[src/rtl/xreg_cfg.svh]
// offsets, field positions, reset values and timing figures of the indirect access block
`ifndef XREG_CFG_SVH
`define XREG_CFG_SVH

`define XR_ACR_OFS    5'h0d
`define XR_PORT_OFS   5'h0e
`define XR_FLDS_OFS   5'h0c
`define XR_DEV_ALL1   5'h1f
`define XR_RST16      16'h0000
`define XR_RST5       5'h00
`define XR_FN_MSB     15
`define XR_FN_LSB     14
`define XR_DEV_MSB    4
`define XR_DEV_LSB    0
`define XR_FLDS_LSB   4
`define XR_FLDS_MSB   8
`define XR_PTR_STEP   16'h0001
`define XR_WIN_NS     10000
`define XR_CLK_NS     20
`define XR_RXERR_THR  32
`define XR_MLT3_THR   20
`define XR_SNR_THR    20
`define XR_EXT_AW     5

`endif

[src/rtl/xreg_pkg.sv]
// types shared by the indirect access block and its test bench
`default_nettype none
package xreg_pkg;

  // function field of the access control register
  typedef enum logic [1:0] {
    FN_ADDR   = 2'b00,
    FN_DATA   = 2'b01,
    FN_INC_RW = 2'b10,
    FN_INC_WR = 2'b11
  } xfn_t;

  // access control register layout
  typedef struct packed {
    xfn_t       fn;
    logic [8:0] rsvd;
    logic [4:0] target_device_address;
  } acr_t;

  // one management access, single-cycle strobes
  typedef struct packed {
    logic        rd;
    logic        wr;
    logic [4:0]  addr;
    logic [15:0] wdata;
  } mgmt_req_t;

  // link-drop criteria, bit order as in the cause register
  typedef struct packed {
    logic descr;
    logic rxerr;
    logic mlt3;
    logic snr;
    logic energy;
  } fld_vec_t;

endpackage
`default_nettype wire

[src/rtl/ext_reg_mem.sv]
// extended register storage with registered read data
`default_nettype none
module ext_reg_mem #(
  parameter int DW = 16,
  parameter int AW = 5
) (
  input  wire  logic          mclk,
  input  wire  logic          rst,
  input  wire  logic          we,
  input  wire  logic [AW-1:0] addr,
  input  wire  logic [DW-1:0] wdata,
  output logic       [DW-1:0] rdata
);
  logic [DW-1:0] mem_q [2**AW];
  logic [DW-1:0] mem_d [2**AW];
  logic [DW-1:0] rdata_d;

  initial begin
    if (DW < 1 || AW < 1) $error("ext_reg_mem: bad geometry");
  end

  // write one word, read the addressed word before the write
  always_comb begin
    mem_d   = mem_q;
    rdata_d = mem_q[addr];
    if (we) begin
      mem_d[addr] = wdata;
    end
  end

  // registers clear to zero so unwritten locations read as reset value
  always_ff @(posedge mclk or posedge rst) begin
    if (rst) begin
      for (int i = 0; i < 2**AW; i++) begin
        mem_q[i] <= '0;
      end
      rdata <= '0;
    end else begin
      mem_q <= mem_d;
      rdata <= rdata_d;
    end
  end
endmodule
`default_nettype wire

[src/rtl/extended_register_indirect_access.sv]
// indirect extended register access and link-drop cause latch
`include "xreg_cfg.svh"
`default_nettype none
module extended_register_indirect_access #(
  parameter int EXT_AW    = `XR_EXT_AW,
  parameter int RXERR_THR = `XR_RXERR_THR,
  parameter int MLT3_THR  = `XR_MLT3_THR,
  parameter int SNR_THR   = `XR_SNR_THR
) (
  input  wire  logic                mclk,
  input  wire  logic                rst,
  input  wire  xreg_pkg::mgmt_req_t req,
  output logic [15:0]               rdata,
  output logic                      rvalid,
  input  wire  xreg_pkg::fld_vec_t  fld_enable,
  input  wire  xreg_pkg::fld_vec_t  fld_event,
  output logic                      link_drop
);
  import xreg_pkg::*;

  localparam int WIN_CYC = `XR_WIN_NS / `XR_CLK_NS;
  localparam int WW      = $clog2(WIN_CYC + 1);
  localparam int CW      = 6;
  localparam logic [WW-1:0] WIN_LAST = WW'(WIN_CYC - 1);

  initial begin
    if (EXT_AW < 1 || EXT_AW > 16) $error("EXT_AW out of range");
    if (RXERR_THR < 1 || RXERR_THR >= 2**CW) $error("RXERR_THR out of range");
    if (MLT3_THR < 1 || MLT3_THR >= 2**CW) $error("MLT3_THR out of range");
    if (SNR_THR < 1 || SNR_THR >= 2**CW) $error("SNR_THR out of range");
  end

  acr_t          acr_q, acr_d;
  logic [15:0]   ptr_q, ptr_d;
  logic [15:0]   rdata_q, rdata_d;
  logic          rsel_q, rsel_d;
  logic          rvalid_q, rvalid_d;
  fld_vec_t      cause_q, cause_d;
  logic          mem_we;
  logic [15:0]   mem_rdata;
  logic          dev_ok, in_range, port_wr, port_rd;

  // one step of an occurrence counter inside the window; msb is the drop hit
  function automatic logic [CW:0] cnt_step(input logic [CW-1:0] cnt, input logic evt,
                                           input logic en, input int thr, input logic wend);
    logic          hit;
    logic [CW-1:0] nxt;
    hit = en && evt && (int'(cnt) + 1 >= thr);
    nxt = (!en || hit || wend) ? '0 : cnt + CW'(evt);
    return {hit, nxt};
  endfunction

  ext_reg_mem #(.DW(16), .AW(EXT_AW)) u_mem (
    .mclk  (mclk),
    .rst   (rst),
    .we    (mem_we),
    .addr  (ptr_q[EXT_AW-1:0]),
    .wdata (req.wdata),
    .rdata (mem_rdata)
  );

  assign dev_ok   = (acr_q.target_device_address == `XR_DEV_ALL1);
  assign in_range = (EXT_AW >= 16) ? 1'b1 : ((ptr_q >> EXT_AW) == `XR_RST16);
  // data port decode; a write wins over a read in the same cycle
  assign port_wr  = req.wr && (req.addr == `XR_PORT_OFS) && dev_ok;
  assign port_rd  = req.rd && !req.wr && (req.addr == `XR_PORT_OFS) && dev_ok;

  // link-drop detectors
  logic [WW-1:0]  win_q, win_d;
  logic [CW-1:0]  rx_cnt_q, rx_cnt_d, ml_cnt_q, ml_cnt_d, sn_cnt_q, sn_cnt_d;
  fld_vec_t       fld_set;
  logic           drop_q, drop_d;

  // free window timer; all counters restart together at each window end
  always_comb begin
    logic wend;
    logic [CW:0] rx_s, ml_s, sn_s;
    wend = (win_q == WIN_LAST);
    rx_s = '0;
    ml_s = '0;
    sn_s = '0;
    win_d = wend ? '0 : win_q + WW'(1);
    rx_s = cnt_step(rx_cnt_q, fld_event.rxerr, fld_enable.rxerr, RXERR_THR, wend);
    ml_s = cnt_step(ml_cnt_q, fld_event.mlt3, fld_enable.mlt3, MLT3_THR, wend);
    sn_s = cnt_step(sn_cnt_q, fld_event.snr, fld_enable.snr, SNR_THR, wend);
    rx_cnt_d = rx_s[CW-1:0];
    ml_cnt_d = ml_s[CW-1:0];
    sn_cnt_d = sn_s[CW-1:0];
    // each cause gated by its enable
    fld_set.descr  = fld_enable.descr && fld_event.descr;
    fld_set.rxerr  = rx_s[CW];
    fld_set.mlt3   = ml_s[CW];
    fld_set.snr    = sn_s[CW];
    fld_set.energy = fld_enable.energy && fld_event.energy;
    // any enabled criterion drops the link
    drop_d = |fld_set;
  end

  // detector state
  always_ff @(posedge mclk or posedge rst) begin
    if (rst) begin
      win_q    <= '0;
      rx_cnt_q <= '0;
      ml_cnt_q <= '0;
      sn_cnt_q <= '0;
      drop_q   <= 1'b0;
    end else begin
      win_q    <= win_d;
      rx_cnt_q <= rx_cnt_d;
      ml_cnt_q <= ml_cnt_d;
      sn_cnt_q <= sn_cnt_d;
      drop_q   <= drop_d;
    end
  end

  // register access
  // reads answer one cycle after the strobe; unmapped offsets read zero
  always_comb begin
    acr_d    = acr_q;
    ptr_d    = ptr_q;
    rdata_d  = `XR_RST16;
    rsel_d   = 1'b0;
    rvalid_d = req.rd && !req.wr;
    mem_we   = 1'b0;
    cause_d  = cause_q;
    if (req.wr && req.addr == `XR_ACR_OFS) begin
      acr_d.fn    = xfn_t'(req.wdata[`XR_FN_MSB:`XR_FN_LSB]);
      acr_d.rsvd  = '0;
      acr_d.target_device_address = req.wdata[`XR_DEV_MSB:`XR_DEV_LSB];
    end
    if (port_wr) begin
      unique case (acr_q.fn)
        FN_ADDR:   ptr_d = req.wdata;
        FN_DATA:   mem_we = in_range;
        // post increment after writes, wraps at top
        FN_INC_RW,
        FN_INC_WR: begin
          mem_we = in_range;
          ptr_d  = ptr_q + `XR_PTR_STEP;
        end
      endcase
    end
    if (port_rd) begin
      if (acr_q.fn == FN_ADDR) begin
        rdata_d = ptr_q;
      end else begin
        rsel_d = in_range;
      end
      // only function 10 steps on reads
      if (acr_q.fn == FN_INC_RW) begin
        ptr_d = ptr_q + `XR_PTR_STEP;
      end
    end
    if (req.rd && !req.wr && req.addr == `XR_ACR_OFS) begin
      rdata_d = acr_q;
    end
    if (req.rd && !req.wr && req.addr == `XR_FLDS_OFS) begin
      rdata_d[`XR_FLDS_MSB:`XR_FLDS_LSB] = cause_q;
      // read clears, a cause in the same cycle survives
      cause_d = '0;
    end
    // latch high; set wins over the read clear
    cause_d = cause_d | fld_set;
  end

  // register state; all control fields reset to zero
  always_ff @(posedge mclk or posedge rst) begin
    if (rst) begin
      acr_q    <= '0;
      ptr_q    <= `XR_RST16;
      rdata_q  <= `XR_RST16;
      rsel_q   <= 1'b0;
      rvalid_q <= 1'b0;
      cause_q  <= '0;
    end else begin
      acr_q    <= acr_d;
      ptr_q    <= ptr_d;
      rdata_q  <= rdata_d;
      rsel_q   <= rsel_d;
      rvalid_q <= rvalid_d;
      cause_q  <= cause_d;
    end
  end

  // memory data already leaves a flop, so only a mux follows it
  assign rdata     = rsel_q ? mem_rdata : rdata_q;
  assign rvalid    = rvalid_q;
  assign link_drop = drop_q;
endmodule
`default_nettype wire

[config.mk]
export PLATFORM = sky130hd
export DESIGN_NAME = extended_register_indirect_access
export DESIGN_NICKNAME = d
export VERILOG_FILES = /design/src/rtl/xreg_pkg.sv /design/src/rtl/ext_reg_mem.sv /design/src/rtl/extended_register_indirect_access.sv
export VERILOG_INCLUDE_DIRS = /design/src /design/src/rtl
export SDC_FILE = /design/constraint.sdc
export NUM_CORES = 1
export LEC_CHECK = 0
export BUFFER_PORTS_ARGS = -buffer_cell sky130_fd_sc_hd__clkbuf_2
export CAP_MARGIN = 20
export CORE_MARGIN = 5
export CORE_UTILIZATION = 40
export DETAILED_ROUTE_END_ITERATION = 12
export GPL_TIMING_DRIVEN = 1
export HOLD_SLACK_MARGIN = 0.08
export SYNTH_ARGS = -nofsm -noshare
export SYNTH_HDL_FRONTEND = slang
export SYNTH_SLANG_ARGS = --single-unit
[constraint.sdc]
create_clock -name mclk -period 15.8 [get_ports mclk]
set_input_delay 0 -clock mclk [delete_from_list [all_inputs] [get_ports mclk]]
set_output_delay 0 -clock mclk [all_outputs]
set_load 0.005 [all_outputs]
After elaboration in Yosys (flattened, before gate mapping)

Cells that the tools add are included.

Input bits: 35
Flip-flop bits (word level): 602
Word-level logic and storage cells: 128
Output and inout port bits: 18

Bitwise logic cells: 2
Equality and inequality tests: 8
$add $sub $neg: 8
Reductions and logical operators: 32
Magnitude comparators: 5
Multiplexer cells: 24

Operators by type and width:

| operator                                             | number |
|---|---|
| bitwise mux 512 bit                                  | 1 |
| 2-to-1 mux 16 bit                                    | 10 |
| binary-select mux 16 bit (select 5 bit)              | 1 |
| demux 16 bit (select 5 bit)                          | 1 |
| case mux 16 bit (2 select lines)                     | 1 |
| adder 6 x 1 -> 7 bit (second input constant)         | 3 |
| adder 6 x 1 -> 6 bit                                 | 3 |
| 2-to-1 mux 6 bit                                     | 3 |
| logical AND 1 bit                                    | 17 |
| adder 16 x 1 -> 16 bit (second input constant)       | 1 |
| logical NOT 16 bit                                   | 1 |
| equality test 5 x 4 -> 1 bit (second input constant) | 3 |
| >= comparator 7 x 5 -> 1 bit (second input constant) | 2 |
| 2-to-1 mux 5 bit                                     | 2 |
| adder 9 x 1 -> 9 bit (second input constant)         | 1 |
| equality test 9 bit (second input constant)          | 1 |
| 2-to-1 mux 9 bit                                     | 1 |
| >= comparator 7 x 6 -> 1 bit (second input constant) | 1 |
| >= comparator 6 bit (second input constant)          | 1 |
| logical OR 1 bit                                     | 6 |
| < comparator 6 x 1 -> 1 bit (second input constant)  | 1 |
| inverter 5 -> 6 bit                                  | 1 |
| equality test 5 bit (second input constant)          | 1 |
| OR 5 bit                                             | 1 |
| 8 further kinds                                      | 15 |

Logic depth before layout (Yosys ltp)

Gate-level depths: netlist of the first run.

Depth in word-level cells: 7
Gate-level depth with buffers: 10
Mapped depth without buffers: 6

Hierarchy

Synthesis of the first run repeated with hierarchy kept, for this count alone.

Cells, all modules: 2,070
Area total of the unflattened synthesis: 27,911.8 µm²

Modules (own cells, without submodules):

| module                            | times used | area each (µm²) | seq. area each (µm²) | cells an instance |
|---|---|---|---|---|
| ext_reg_mem                       | 1          | 23,945.5        | 13,212.7             | 1,688 |
| extended_register_indirect_access | 1          | 3,966.3         | 1,851.8              | 382 |

Worst setup path before layout of the first run

OpenSTA, ideal clock, no wires.

Path type: reg-to-reg
Start point: register ptr_q[0]
End point: register u_mem.mem_q[112] (netlist name)
Required time: 15,675 ps
Buffers on the path: 4
Data arrival time: 2,886 ps
Clock period less this slack: 3,011 ps
Setup slack: 12,789 ps
Setup time: 125 ps
Cell stages (with the launch flop): 11
Path through: dfrtp_1 clkbuf_1 clkbuf_1 buf_1 inv_1 ha_1 o21ai_0 nor4_4 nand3_4 buf_6 mux2_4

Word-level cells in the longest chain between the ends: 6
Elaborated cells on any way between the ends: 7
Classes of those cells: 2 x order compare; 3 x mux; 1 x bitwise; 1 x reduce/logical

Ends and longest elaborated chain:

| element                                                                                         | RTL line                                 | text |
|---|---|---|
| start: declaration                                                                              | extended_register_indirect_access.sv:34  | `logic [15:0] ptr_q, ptr_d;` |
| start signal: assignment                                                                        | extended_register_indirect_access.sv:170 | `` ptr_q <= `XR_RST16; `` |
| start signal: assignment                                                                        | extended_register_indirect_access.sv:177 | `ptr_q <= ptr_d;` |
| inverter 5 -> 6 bit (implied by the code) *                                                     | ext_reg_mem.sv:27                        | `mem_d[addr] = wdata;` |
| >= comparator 6 bit (implied by the code) / < comparator 6 x 1 -> 1 bit (equally long branches) | ext_reg_mem.sv:27                        |  |
| logical AND 1 bit (implied by the code)                                                         | ext_reg_mem.sv:27                        |  |
| 2-to-1 mux 16 bit (implied by the code)                                                         | ext_reg_mem.sv:27                        |  |
| demux 16 bit (select 5 bit) *                                                                   | ext_reg_mem.sv:27                        |  |
| bitwise mux 512 bit *                                                                           | ext_reg_mem.sv:27                        |  |
| end signal: assignment                                                                          | ext_reg_mem.sv:39                        | `mem_q <= mem_d;` |
| end: declaration                                                                                | ext_reg_mem.sv:14                        | `logic [DW-1:0] mem_q [2**AW];` |

Mark *: on every way between the ends. The rest lies on a longest branch, timed or not.
A chain may end at the register's enable or synchronous reset.

Final worst setup path of the first run

Start point: register ptr_q[0]
End point: register u_mem.mem_q[67] (netlist name)

Same word-level chain as after synthesis.

==> flow_summary.json, run 1 <==
{
  "status": "complete, no violations",
  "start_util_pct": 40.4,
  "drt_iter0_drc": 950,
  "wl_per_cell_um": 24.1,
  "area_growth_syn_to_layout_pct": 11.8,
  "cts_buffer_depth": 3,
  "crit_path_end_kind": "flip-flop",
  "path_clk_slew_ps": 60,
  "nNetsFinal": 1887,
  "clock-sinks": 602,
  "seq_area_frac_synth_pct": 52.0,
  "hold_viol": 0,
  "min_path_type": "in -> async",
  "die_area_mm2": 0.0779,
  "yosysWarnings": 0,
  "antenna_found_initial": 0,
  "pwr-share-comb_pct": 2.8,
  "path_cells": "buf_12 > ha_1 > o21ai_0 > nor4_4 > buf_4 > nand3_4 > mux2_4",
  "grt_use_total_pct": 17.6,
  "syn_nets": 1864,
  "detail-route-antenna-nets": 0,
  "synth_edf_count": 0,
  "synth_area_mm2": 0.0290,
  "num_vias": 15900,
  "p_switching_uw": 708,
  "seqPwrFrac_pct": 48.4,
  "tns_ps": 0,
  "viasPerCell": 5.58,
  "ys_async_sr_fraction_pct": 100,
  "fin_crit_sh_pct": 23.2,
  "drv_cap": 0,
  "switching_share_pct": 22.0,
  "criticalPathCategory": "reg -> reg",
  "ir_drop_mv": 0.0840,
  "p_int_mw": 2.51,
  "synth_area_leader_cell": "dfrtp_1",
  "core_mm2": 0.0716,
  "row_count": 98,
  "slew_headroom_pct": 29.9,
  "max_freq_mhz": 272,
  "slowest_delay_ps": 1040,
  "grt_max_degree": 181,
  "cts_tree": "yes",
  "final_cell_count_no_fill": 2840,
  "numCtsBuffers": 68,
  "finClkSkew_ps": 20.3,
  "htreeDepth": 3,
  "crit_arrival_ps": 4120,
  "grt_pass1_vias": 17300,
  "pwr-share-clk_pct": 48.8,
  "overflow": 0,
  "post_cts_buffers": 0,
  "rsz0062_at_grt": "no",
  "total_power_mw": 3.22,
  "dp.cells": 2692,
  "drtPass1Iterations": 5,
  "postCtsHoldBufs": 28,
  "worst_path_max_delay_cell": "dfrtp_4",
  "ys_seq_elements": 602,
  "leakagePower_nw": 16.1,
  "critPathLaunchType": "flip-flop",
  "synth_common_cells": "dfrtp_1 (602), mux2_4 (320), mux2_2 (215)",
  "dpl.hpwl_um": 41500,
  "maxSlewViolCount": 0,
  "timing.final.crit_period_ps": 3670,
  "synth_top_flop_cell": "dfrtp_1",
  "grt_pass1_wl_um": 108000,
  "crit_fanout": 89,
  "yosysMostFrequentCell": "dfrtp_1",
  "postSynthCellCount": 1818,
  "drc": 0,
  "gp_congestion": 0.823,
  "synth_area_per_cell_um2": 15.9,
  "io_pins": 53,
  "crit_required_ps": 16250,
  "clk_latency_ps": 590,
  "die_y_um": 279,
  "synth_top_area_share_pct": 52.0,
  "ctsResizeCount": 0,
  "powerDensity_mw_per_mm2": 99.5,
  "finalSetupViolCount": 0,
  "dieWidth_um": 279,
  "final_layout_size_suffix_gt1_share_pct": 47.4,
  "tightest_slew_ps": 1050,
  "port_buffers": 52,
  "root_buffer": "clkbuf_16",
  "wl_um": 68400,
  "yosys-top-cells-area": "dfrtp_1 (52%), mux2_4 (17%), mux4_2 (10%)",
  "ys_types": 55
}
==> critical path, delay by kind of cell (launching register included) <==
kind,cells,cell delay [ps]
and+or+nand+nor,2,540
AOI/OAI and AO/OA,1,180
adders and majority gates,1,350
DFF,1,1040
muxes,1,450
buffers and inverters,2,920
==> final cells by class <==
class                           instances  area (µm²)
Clock buffer                          101        2040
Inverter                               13        52.6
Sequential cell                       602       15100
Timing Repair Buffer                  105         786
Antenna cell                            1        2.50
Tap cell                              950        1190
Clock inverter                         17         178
Multi-Input combinational cell       1051       13000
Fill cell                            6369       39200
==> cells by family (layout without fill, tap and decap cells) <==
family | after synthesis | in the layout | synth area share, %
mux | 663 | 663 | 34.9
other cells | 0 | 1 | 0
simple gates | 220 | 220 | 5.51
compound gates | 137 | 137 | 3.44
xor+xnor | 20 | 20 | 0.605
buf+inv | 165 | 236 | 3.03
flops | 602 | 602 | 52.0
fa+ha+maj | 11 | 11 | 0.475
==> power groups by stage <==
stage | Combinational, mW | Clock [mW] | Sequential (mW)
after detailed placement | 0.0886 | 0 | 1.59
after global placement | 0.0860 | 0 | 1.59
after floorplan | 0.0592 | 0 | 1.58
after global routing | 0.105 | 1.67 | 1.56
final | 0.0917 | 1.57 | 1.56
after CTS | 0.0937 | 1.61 | 1.56
==> per-layer routing <==
layer  share of wire (%)  GRT usage [%]  wire length [µm]  vias up
met1                  46           25.1             31700     8640
met3                 2.9           2.12              2010       91
li1                    -              -                 -     6836
met5                   0              0                 0        -
met4                 2.5           5.17              1710        0
met2                  48           28.5             32900      293
==> final timing paths <==
kind,startpoint,to,slack (ps),cells past startpoint
max,ptr_q[0],u_mem.mem_q[67],12130,7
min,rst,u_mem.mem_q[403],80,3
max reg2reg,ptr_q[0],u_mem.mem_q[67],12130,7
min in group mclk,req[5],ptr_q[5],220,3
max in group asynchronous,rst,ptr_q[1],12770,6
min reg2reg,win_q[0],win_q[0],460,1
==> registers in the layout (all words and copies together), names as in the netlist, 5 cells and up <==
register,flops
rx_cnt_q,6
cause_q,5
acr_q,7
u_mem.mem_q,512
ml_cnt_q,6
sn_cnt_q,6
rdata_q,16
win_q,9
u_mem.rdata,16
ptr_q,16
==> through the flow <==
step                setup slack, ps  utilization [%]  hold WS, ps  instance area (µm²)
finish                        12130             45.2         79.5                32400
floorplan                      7590                -          124                29000
global placement              11980             41.7          148                29800
global route                  11750             45.2          149                32400
detailed placement            12010             41.7          151                29800
CTS                           11980             45.2         93.5                32300
==> layout by cell type (no fill, tap or decap), drive strengths merged, types with 3 or more instances in the layout <==
master / n
and4: 3
nand4: 24
xnor2: 10
mux2: 535
or3b: 4
and2: 10
buf: 25
nor4: 6
clkbuf: 153
o2111ai: 3
nand3: 57
or4: 3
xor2: 10
mux4: 128
a22oi: 65
nor2: 41
dfrtp: 602
nand2: 43
dlygate4sd3: 28
clkinvlp: 4
nor2b: 7
a21oi: 12
clkinv: 10
a22o: 13
o21ai: 21
ha: 11
nor3b: 4
o211ai: 3
bufinv: 3
nor3: 4
inv: 13
a221o: 6
Power figures use the tool's default switching activity.
==> run 2, diff against run 1 <==
==> constraint.sdc (replaced) <==
create_clock -name mclk -period 3.5 [get_ports mclk]
set_input_delay 0 -clock mclk [delete_from_list [all_inputs] [get_ports mclk]]
set_output_delay 0 -clock mclk [all_outputs]
set_load 0.005 [all_outputs]
==> flow_summary.json, run 2 (synthesis results as in run 1) <==
{
  "root_buffer": "clkbuf_16",
  "r2r-end": "u_mem.mem_q[472]",
  "largest_reg_flops": 512,
  "path_clk_slew_ps": 60,
  "num_vias": 16000,
  "whs_ps": 90.1,
  "crit_family": "simple AND/OR/NAND/NOR gates",
  "finClkSkew_ps": 30.8,
  "maxSlewViolCount": 0,
  "critPathLaunchType": "flip-flop",
  "dieWidth_um": 279,
  "drv_cap": 0,
  "leakagePower_nw": 16.2,
  "start_util_pct": 40.4,
  "final_util_pct": 45.5,
  "port_buffers": 52,
  "timing.final.crit_period_ps": 2890,
  "diodes": 0,
  "area_growth_syn_to_layout_pct": 12.4,
  "grt_use_total_pct": 18.1,
  "row_count": 98,
  "hold_viol": 0,
  "nNetsFinal": 1895,
  "grt_max_degree": 131,
  "tns_ps": 0,
  "antenna_found_initial": 0,
  "die_area_mm2": 0.0779,
  "gp_congestion": 0.855,
  "crit_path_end_kind": "flip-flop",
  "multiInputGateArea_mm2": 0.0130,
  "crit_arrival_ps": 3350,
  "drc": 0,
  "total_power_mw": 14.5,
  "cts_buffer_depth": 3,
  "crit_fanout": 16,
  "rr_worst_depth": 5,
  "final_layout_size_suffix_gt1_share_pct": 47.7,
  "setup_ws_ps": 614,
  "criticalPathCategory": "reg -> reg",
  "finalSetupViolCount": 0,
  "wl_um": 70800,
  "io_pins": 53,
  "clk_latency_ps": 610,
  "worst-path-stages": 5,
  "grt_pass1_vias": 17100,
  "detail-route-antenna-nets": 0,
  "pre_cts_slack_ps": 655,
  "ir_drop_mv": 0.402,
  "n_fill_cell": 6190,
  "status": "complete, no violations",
  "crit_required_ps": 3970,
  "slew_headroom_pct": 29.1,
  "clock-sinks": 602,
  "r2r_slack_ps": 610,
  "top_register": "u_mem.mem_q",
  "path_cells": "or4_1 > nor4_4 > buf_4 > nand3_4 > mux2_4",
  "layout_commonest_cell": "dfrtp_1",
  "path_buf_inv": 1,
  "min_path_type": "in -> async",
  "tightest_slew_ps": 1060,
  "final_cell_mix": "dfrtp_1 (600), mux2_4 (320), mux2_2 (215), mux4_2 (128), clkbuf_16 (69)",
  "seqCellArea_mm2": 0.0151,
  "die_y_um": 279,
  "wl_per_cell_um": 24.9,
  "htreeDepth": 3,
  "numCtsBuffers": 66,
  "drt_iter0_drc": 1185,
  "timing.rr.start": "ptr_q[6]",
  "cts_tree": "yes",
  "cp-startpoint": "ptr_q[6]",
  "worst_path_max_delay_cell": "or4_1",
  "powerDensity_mw_per_mm2": 446,
  "drtPass1Iterations": 7,
  "overflow": 0,
  "fin_crit_sh_pct": 82.4,
  "post_cts_buffers": 0,
  "dpl.hpwl_um": 44000,
  "max_freq_mhz": 347,
  "slowest_delay_ps": 780,
  "viasPerCell": 5.62,
  "core_mm2": 0.0716,
  "crit_end": "u_mem.mem_q[472]",
  "grt_pass1_wl_um": 110000,
  "rsz0062_at_grt": "no"
}
## run 2: cell count changes in the layout (fill, tap and decap cells not counted)
cell | before | now
clkinvlp_4 | 4 | 1
clkinv_4 | 0 | 1
buf_12 | 3 | 15
inv_8 | 1 | 0
clkinv_8 | 0 | 2
clkbuf_1 | 15 | 13
clkinv_2 | 9 | 10
clkbuf_8 | 15 | 16
buf_4 | 21 | 20
diode_2 | 1 | 0
buf_16 | 1 | 0
inv_16 | 0 | 1
clkbuf_16 | 71 | 69
## run 2: worst register-to-register path, cell delays in order (launching register included)
cell	delay [ps]
dfrtp_1	450
or4_1	780
nor4_4	350
buf_4	310
nand3_4	410
mux2_4	450
## run 2: worst min-delay path by stage
stage	startpoint	endpoint	slack [ps]	cells past startpoint
after floorplan	fld_enable[1]	cause_q[1]	120	2
after global placement	rst	u_mem.mem_q[422]	160	2
after detailed placement	rst	u_mem.mem_q[440]	170	2
after CTS	rst	u_mem.mem_q[392]	90	3
after global routing	rst	u_mem.mem_q[392]	130	3
final	rst	u_mem.mem_q[392]	90	3
## run 2: power by group
part	internal [mW]	switching, mW
Combinational	0.107	0.325
Clock	4.19	2.86
Sequential	6.99	0.0445
Total	11.3	3.23
## run 2: layout make-up
cell class	instances	share of cell area (%)
inverter	13	0.161
clock buffer	98	6.13
sequential	602	46.3
timing repair buffer	115	3.04
multi-input combinational	1051	40.1
clock inverter	18	0.646
tap	950	3.65
## run 2: repair_timing
action / 4_1_cts / 5_1_grt
resized for setup: 0 / 0
hold endpoints to repair: 147 / 0
hold buffers: 28 / 0
## run 2: metrics by stage
step | instances | area, µm²
finish | 2847 | 32600
global route | 2847 | 32600
CTS | 2847 | 32600
detailed placement | 2703 | 30100
global placement | 2703 | 30100
floorplan | 1818 | 29000
## run 2: routing by layer
metal  part of all wire [%]  GRT usage [%]  up-vias
met5                      0              0        -
met4                    2.7           4.84        0
met3                    3.9           3.06      100
met2                     47           28.9      379
met1                     46           26.0     8669
li1                       -              -     6853
